File: src/wsg_pkg.sv
package wsg_pkg;
  // ---------------------------------------------------------------
  // memory-mapped register offsets
  // ---------------------------------------------------------------
  localparam logic [15:0] wait_state_config_addr  = 16'h0028;  // config register
  localparam logic [15:0] wait_state_control_addr = 16'h002b;  // control register

  // ---------------------------------------------------------------
  // field positions and reset values
  // ---------------------------------------------------------------
  localparam int          range_sel_bit      = 15;             // extended program range select
  localparam int          io_lsb             = 12;             // i/o field
  localparam int          data_hi_lsb        = 9;              // upper data field
  localparam int          data_lo_lsb        = 6;              // lower data field
  localparam int          prog_hi_lsb        = 3;              // upper program field
  localparam int          prog_lo_lsb        = 0;              // lower program field
  localparam int          mult_bit           = 0;              // multiplier bit in control
  localparam int          field_width        = 3;              // width of one field
  localparam logic [15:0] config_reset       = 16'h7fff;       // all fields seven, select clear
  localparam logic [15:0] control_reset      = 16'h0000;       // multiplier clear
  localparam int          data_half_bit      = 15;             // splits data space in halves
  localparam int          page_half_bit      = 15;             // splits each 64k page
  localparam int          ext_half_bit       = 22;             // splits 8m program space

  // ---------------------------------------------------------------
  // access spaces
  // ---------------------------------------------------------------
  typedef enum logic [1:0] {
    space_prog = 2'h0,
    space_data = 2'h1,
    space_io   = 2'h2
  } wsg_space_type;
endpackage

File: src/wsg_wait_state_generator.sv
`timescale 1ns/10ps
// Overview of operation
// - stretch external cycles by zero to fourteen waits
// - all fields zero gates wait counter clock
// - low 15 config bits form five fields
// - multiplier bit scales base count by two
// - reset sets every field to seven
// - bit 15 selects program range, resets zero
// - bits 14..12 cover all i/o space
// - bits 11..9 cover upper data half
// - bits 8..6 cover lower data half
// - bits 5..3 cover upper program range
// - bits 2..0 cover lower program range
// - control bits 15..1 reserved, read zero
// - control bit 0 doubles counts, resets zero
module wsg_wait_state_generator (
  // clock and reset
  input  wire logic        clock,
  input  wire logic        rst,
  // memory-mapped register port
  input  wire logic [15:0] reg_addr,
  input  wire logic        reg_wr,
  input  wire logic [15:0] reg_wdata,
  output logic      [15:0] reg_rdata_q,
  // external access request
  input  wire logic        acc_start,
  input  wire logic [1:0]  acc_space,
  input  wire logic [22:0] acc_addr,
  // external ready pin
  input  wire logic        ready_pin,
  // access status
  output logic             acc_busy_q,
  output logic             acc_done_q,
  output logic             wait_clk_en_q
);

  // ---------------------------------------------------------------
  // registers
  // ---------------------------------------------------------------
  logic [15:0] wait_state_config_q;                  // config register
  logic        wait_multiplier_bit_q;                // control bit 0
  logic [4:0]  wait_cnt_q;                           // remaining waits
  logic [2:0]  ready_sync_q;                         // ready synchroniser
  logic        ready_q;                              // filtered ready level

  // ---------------------------------------------------------------
  // count limits
  // ---------------------------------------------------------------
  localparam logic [4:0] max_base_waits = 5'h07;     // largest undoubled count
  localparam logic [4:0] max_waits      = 5'h0e;     // largest doubled count

  typedef enum logic [2:0] {
    st_idle  = 3'b001,
    st_count = 3'b010,
    st_ready = 3'b100
  } wsg_state_type;
  wsg_state_type state_q;

  // picks the field for an access
  function automatic logic [2:0] pick_field(input logic [15:0] cfg, input logic [1:0] sp,
                                            input logic [22:0] a);
    logic [2:0] f;
    f = cfg[wsg_pkg::prog_lo_lsb +: wsg_pkg::field_width];
    case (sp)
      wsg_pkg::space_io: begin
        // io space has a single field for the whole span
        f = cfg[wsg_pkg::io_lsb +: wsg_pkg::field_width];
      end
      wsg_pkg::space_data: begin
        // data space is split on its top address bit
        if (a[wsg_pkg::data_half_bit]) begin
          f = cfg[wsg_pkg::data_hi_lsb +: wsg_pkg::field_width];
        end else begin
          f = cfg[wsg_pkg::data_lo_lsb +: wsg_pkg::field_width];
        end
      end
      default: begin
        // range select picks page half or whole-space half
        if (cfg[wsg_pkg::range_sel_bit] ? a[wsg_pkg::ext_half_bit]
                                        : a[wsg_pkg::page_half_bit]) begin
          f = cfg[wsg_pkg::prog_hi_lsb +: wsg_pkg::field_width];
        end else begin
          f = cfg[wsg_pkg::prog_lo_lsb +: wsg_pkg::field_width];
        end
      end
    endcase
    return f;
  endfunction

  // ---------------------------------------------------------------
  // register writes and read data
  // ---------------------------------------------------------------
  // config register, all fields seven after reset
  always_ff @(posedge clock) begin
    if (rst) begin
      wait_state_config_q <= wsg_pkg::config_reset;
    end else if (reg_wr && reg_addr == wsg_pkg::wait_state_config_addr) begin
      wait_state_config_q <= reg_wdata;
    end
  end

  // control register, only the multiplier bit is stored
  always_ff @(posedge clock) begin
    if (rst) begin
      wait_multiplier_bit_q <= wsg_pkg::control_reset[wsg_pkg::mult_bit];
    end else if (reg_wr && reg_addr == wsg_pkg::wait_state_control_addr) begin
      wait_multiplier_bit_q <= reg_wdata[wsg_pkg::mult_bit];
    end
  end

  // read data, reserved control bits read zero, unmapped reads zero
  // the answer follows the address by one cycle
  always_ff @(posedge clock) begin
    if (rst) begin
      reg_rdata_q <= 16'h0000;
    end else if (reg_addr == wsg_pkg::wait_state_config_addr) begin
      reg_rdata_q <= wait_state_config_q;
    end else if (reg_addr == wsg_pkg::wait_state_control_addr) begin
      reg_rdata_q <= {15'h0000, wait_multiplier_bit_q};
    end else begin
      reg_rdata_q <= 16'h0000;
    end
  end

  // ---------------------------------------------------------------
  // ready synchroniser
  // ---------------------------------------------------------------
  // three stages; level changes when second and third agree
  // ready idles high so reset does not look like a stall
  always_ff @(posedge clock) begin
    if (rst) begin
      ready_sync_q <= 3'h7;
      ready_q      <= 1'b1;
    end else begin
      ready_sync_q <= {ready_sync_q[1:0], ready_pin};
      if (ready_sync_q[1] == ready_sync_q[2]) begin
        ready_q <= ready_sync_q[2];
      end
    end
  end

  // ---------------------------------------------------------------
  // clock gate for the wait counter
  // ---------------------------------------------------------------
  // counter enable drops when every field is zero
  always_ff @(posedge clock) begin
    if (rst) begin
      wait_clk_en_q <= 1'b1;
    end else begin
      wait_clk_en_q <= |wait_state_config_q[wsg_pkg::range_sel_bit-1:0];
    end
  end

  // ---------------------------------------------------------------
  // access sequencer
  // ---------------------------------------------------------------
  // counts software waits, then holds while ready is low
  always_ff @(posedge clock) begin
    if (rst) begin
      state_q    <= st_idle;
      wait_cnt_q <= 5'h00;
      acc_busy_q <= 1'b0;
      acc_done_q <= 1'b0;
    end else begin
      acc_done_q <= 1'b0;
      case (state_q)
        st_idle: begin
          // requests while busy are never looked at
          if (acc_start) begin
            // base count times one or two
            wait_cnt_q <= {2'h0, pick_field(wait_state_config_q, acc_space, acc_addr)}
                          << wait_multiplier_bit_q;
            acc_busy_q <= 1'b1;
            state_q    <= st_count;
          end
        end
        st_count: begin
          // count runs only while the counter clock is enabled
          if (wait_cnt_q != 5'h00 && wait_clk_en_q) begin
            wait_cnt_q <= wait_cnt_q - 5'h01;
          end else begin
            state_q <= st_ready;
          end
        end
        st_ready: begin
          // slow devices stretch the cycle here
          if (ready_q) begin
            acc_busy_q <= 1'b0;
            acc_done_q <= 1'b1;
            state_q    <= st_idle;
          end
        end
        default: begin
          state_q    <= st_idle;
          acc_busy_q <= 1'b0;
        end
      endcase
    end
  end
endmodule

File: config.mk
export PLATFORM = sky130hd
export DESIGN_NAME = wsg_wait_state_generator
export DESIGN_NICKNAME = d
export VERILOG_FILES = /design/src/wsg_pkg.sv /design/src/wsg_wait_state_generator.sv
export SDC_FILE = /design/constraint.sdc
export NUM_CORES = 1
export LEC_CHECK = 0
export ABC_AREA = 1
export ABC_CLOCK_PERIOD_IN_PS = 1250
export BUFFER_PORTS_ARGS = -buffer_cell sky130_fd_sc_hd__buf_2
export CAP_MARGIN = 0
export CORE_ASPECT_RATIO = 1.1
export CORE_UTILIZATION = 43
export CTS_CLUSTER_SIZE = 16
export DETAILED_ROUTE_END_ITERATION = 16
export PLACE_DENSITY = 0.76
export SYNTH_ARGS = -nofsm -noshare
export SYNTH_HDL_FRONTEND = slang
export SYNTH_SLANG_ARGS = --single-unit
File: constraint.sdc
create_clock -name clock -period 1.25 [get_ports clock]
set_input_delay 0.125 -clock clock [delete_from_list [all_inputs] [get_ports clock]]
set_output_delay 0.125 -clock clock [all_outputs]
set_load 0.005 [all_outputs]
# == Yosys cells after proc, flatten, opt, wreduce, memory -nomap -nowiden ==
# Index checks and enable logic that the tools add are counted.
# totals
register_bits,48
latch_bits,0
mem_bits_rw,0
romBits,0
inputBits,62
output_inout_bits,19
memories,0
# op_classes
n_addsub,1
multipliers,0
div_mod_pow,0
n_lt_le_gt_ge,0
eq_ne,12
n_shift,1
mux,20
bitwise_logic,2
n_reduce_logical,10
# op_table
op,n
"16-bit by 6-bit == test with 1-bit output, second input constant",2
3-bit two-way mux,8
16-bit two-way mux,1
15-bit OR reduction,1
5-bit two-way mux,2
5-bit case mux with 2 select lines,1
3-bit case mux with 3 select lines,1
3-bit AND reduction,3
"2-bit inequality test, second input constant",4
3-bit case mux with 2 select lines,1
1-bit two-way mux,5
5-bit nonzero test,1
3-bit by 1-bit left shift with 5-bit output,1
"5-bit by 1-bit subtractor with 5-bit output, second input constant",1
"3-bit by 1-bit == test with 1-bit output, second input constant",1
"3-bit by 2-bit == test with 1-bit output, second input constant",1
"3-bit == test, second input constant",1
1-bit logical AND,3
1-bit case mux with 3 select lines,1
"2-bit by 1-bit == test with 1-bit output, second input constant",1
"2-bit == test, second input constant",1
1-bit NOT,2
2-bit nonzero test,1
2-bit OR reduction,1
1-bit == test,1

# == Longest topological paths before layout ==
# depth
depth_word,9
mapped_depth,8

# == Least setup slack after synthesis ==
# No wires, ideal clock.
# synth_timing
path_kind,flip-flop to flip-flop
from,register wait_cnt_q[0]
to,register wait_cnt_q[2]
setup_time_ns,0.117
t_arrival_ns,1.165
setup_slack_ns,-0.032
stages_incl_launch_ff,9
period_less_slack_ns,1.282
path_cell_list,dfxtp_1 inv_1 ha_1 nand3b_1 nand3_4 nand2_1 nand2_1 nor2_1 nor2_1
# synth_via
elab_chain_cells,4
elab_cells_between_ends,7
cone_classes,add/sub (1); eq/ne (1); mux (2); reduce/logical (3)
# synth_rtl
element,line_no,rtl
"start, declared",wsg_wait_state_generator.sv:42,logic [4:0] wait_cnt_q;
"start signal, assigned",wsg_wait_state_generator.sv:171,"wait_cnt_q <= {2'h0, pick_field(wait_state_config_q, acc_space, acc_addr)}"
"start signal, assigned",wsg_wait_state_generator.sv:180,wait_cnt_q <= wait_cnt_q - 5'h01;
branches (longest 4 deep; another with 5-bit by 1-bit subtractor with 5-bit output),-,
# Parallel ways; which one is timed is not known. The select of a mux whose other input is x is not followed.
# A chain may end at the register's enable or synchronous reset.

# == Final worst setup path ==
# layout_timing
from,register wait_cnt_q[0]
to,register wait_cnt_q[1]
# Same word-level chain as after synthesis.

==> impl_metrics.csv <==
group,metric,value,unit
placed_design,post-place-ws,-42.5,ps
synthesis,synthSimpleGateAreaFrac,38.6,%
clock_network,cts.path.max_buffers,2,
floorplanning,die_y,74.8,um
synthesis,avgSynthCellArea,7.32,sq um
sta,slew_viol_final,0,
final_layout,diodes,0,
final_layout,nNetsFinal,429,
synthesis,ys_warn_count,0,
setup_path,cpMostUsedCell,"nor2_1",
global_route,grt_pass1_wl,8040,um
sta,setup_tns,-0.925,ps
floorplanning,start_util,44.5,%
detailed_routing,drc_errors,0,
synthesis,ys.flop_type,"dfxtp_1",
global_route,grt_start_max_net_pins,17,
clock_network,cts-root-buf,"clkbuf_8",
global_route,top_usage_layer,"met2",
setup_path,required,1450,ps
sta,holdWs,20.9,ps
clock_network,clkTransAtPathRegs,80,ps
synthesis,synth_area,0.00207,sq mm
synthesis,yosys-top-cells-count,"nand2_1 (63), dfxtp_1 (48), nand3_1 (46)",
setup_path,max_stage_delay,350,ps
clock_network,clock_sinks,48,
status,run_status,"complete, but fails checks",
sta,max_freq,799,MHz
synthesis,synth-adder-area-share,1.81,%
final_layout,final_cells,421,
floorplanning,io_pins,81,
floorplanning,dieWidth,68.2,um
setup_path,cp.arrival,1450,ps
synthesis,synth_top_cell_by_area,"dfxtp_1",
sta,finalCriticalPeriod,1250,ps
placed_design,routabilityCongestion,0.790,
synthesis,synth-edff-count,0,
synthesis,synth_top_family_by_area,"simple AND/OR/NAND/NOR gates",
detailed_routing,post_drt_wl_per_cell,11.8,um
setup_path,critical_path.startpoint_type,"flop",
sta,maxSlewHeadroom,80.2,%
final_layout,post-route-util,59.3,%
global_route,antenna_found_initial,0,
run,cap_viol_max_count,0,
sta,rsz0062_at_grt,"true",
pwr,cellPowerDensity,1130,mW/mm^2
floorplanning,die_area,0.00510,sq mm
sta,setup_viol,1,
setup_path,critPathSlowestCell,"dfxtp_2",
global_route,use_met1,25.6,%
synthesis,netlist_instances,283,
synthesis,async_reset_ff_share,0,%
floorplanning,row_count,26,
clock_network,clkLatencyLatePin,300,ps
global_route,grt_overflow,0,
synthesis,yosysUniqueCellTypes,23,
setup_path,crit_buf_inv,1,
global_route,met3_usage,5.15,%
sta,skew,5.67,ps
placed_design,hpwl,3560,um
synthesis,syn_nets,348,
placed_design,port_buffers,59,
final_layout,final_layout_size_suffix_gt1_share,32.1,%
detailed_routing,wl,4980,um
setup_path,cp-end-kind,"flop",
pwr,vdd_drop_max,0.499,mV
placed_design,dp.cells,410,
final_layout,multi_input_area,996,sq um
detailed_routing,drt_iter0_markers,74,
sta,finalHoldViolCount,0,
pwr,power_leakage,1.52,nW
status,violations,"setup timing",
placed_design,dpl_cell_area,0.00256,sq mm
setup_path,cp_cell_sequence,"inv_2 -> ha_4 -> nand3b_1 -> nand3_4 -> nand2_4 -> nand2_2 -> nor2_1 -> nor2_1",
synthesis,synthMuxAreaShare,0,%
final_layout,syn_to_final_growth,33.3,%
final_layout,fin_area,0.00276,sq mm
clock_network,cts_buffers,5,
clock_network,cts_tree,"built",
global_route,globalRouteMet2Util,35.5,%
sta,fin_ws,-0.925,ps
sta,post-route-period-util,100,%
detailed_routing,routed_via_density,5.02,
setup_path,critPathKind,"flop to flop",
detailed_routing,postRouteAntennaNets,0,
global_route,grt_use_total,21.2,%
synthesis,seq_area_frac_synth,46.4,%
floorplanning,fp.coreArea,0.00465,sq mm
clock_network,h-tree-depth,2,
final_layout,area.sequential,963,sq um
hold_path,hold_class,"input pin to flop",
final_layout,nFillCells,421,
synthesis,synthXorXnorAreaFrac,0,%
synthesis,ys_seq_elements,48,
sta,worst_pin_slew,294,ps
synthesis,synth.area.top_cells,"dfxtp_1 (46%), nand2_1 (11%), nand3_1 (11%)",
synthesis,synth_top_area_share,46.4,%
detailed_routing,drt_pass1_iterations,4,
pwr,power,3.13,mW
setup_path,path_delay_family,"simple AND/OR/NAND/NOR gates",
setup_path,crit_fanout,7,
synthesis,synth.most_common_cell,"nand2_1",
synthesis,synth_compound_area_share,4.59,%
detailed_routing,vias,2112,
global_route,first_global_vias,1935,
[path summary, 6_finish.rpt]
kind | startpoint | to | slack (ps) | cells after the start
setup / recovery | wait_cnt_q[0] | wait_cnt_q[1] | -0.9 | 8
hold / removal | reg_wdata[2] | wait_state_config_q[2] | 20 | 3
setup reg to reg | wait_cnt_q[0] | wait_cnt_q[1] | -0.9 | 8
hold reg to reg | ready_sync_q[0] | ready_sync_q[1] | 420 | 1
[layout make-up]
class / count / area share, %
multi-input cells: 192 / 36.1
repair buffers: 80 / 17.5
inverters: 37 / 5.03
well taps: 56 / 2.54
flip-flops and latches: 48 / 34.9
clock buffers: 6 / 2.63
clock inverters: 2 / 1.27
[sequential cells by signal, summed over array words and instances, names as in the netlist]
register               flops
wait_clk_en_q              1
acc_done_q                 1
reg_rdata_q               16
ready_sync_q               3
state_q                    3
wait_state_config_q       16
ready_q                    1
wait_multiplier_bit_q      1
acc_busy_q                 1
wait_cnt_q                 5
[worst reg2reg max path: stages, from the launching register on]
cell	delay, ps
dfxtp_2	350
inv_2	50
ha_4	150
nand3b_1	140
nand3_4	140
nand2_4	130
nand2_2	50
nor2_1	100
nor2_1	50
[where the power goes]
part | leakage, nW | switching [mW] | internal (mW)
clock | 0.0552 | 0.491 | 0.594
sequential | 0.390 | 0.0239 | 1.56
combinational | 1.08 | 0.244 | 0.212
[timing repair]
action / in CTS / in global routing
endpoints found under the setup margin: 5 / 8
setup buffers: 0 / 2
hold buffers: 0 / 1
pin swaps: 0 / 8
hold endpoints to repair: 0 / 1
gates resized for setup: 5 / 19
[placed cells by master (no fill, tap or decap), types with 7 or more instances in the layout]
cell,synthesis,routed
buf_2,1,59
nor2_1,34,34
buf_4,0,17
nand2_1,63,60
nand4_1,7,7
a21oi_1,15,12
dfxtp_1,48,46
nand3_1,46,42
inv_1,37,32
[cells by family (layout without fill, tap and decap cells)]
logic type / Yosys count / after routing
AOI/OAI and AO/OA: 19 / 19
adders and majority gates: 3 / 3
buffers and inverters: 43 / 125
DFF: 48 / 48
and+or+nand+nor: 170 / 170
[routing by layer]
layer | part of all wire (%) | wire length (um)
met5 | 0 | 0
met3 | 5.4 | 269
met4 | 2.0 | 98
met2 | 50 | 2470
met1 | 43 | 2140
No activity file was read; power rests on OpenSTA's default activity.
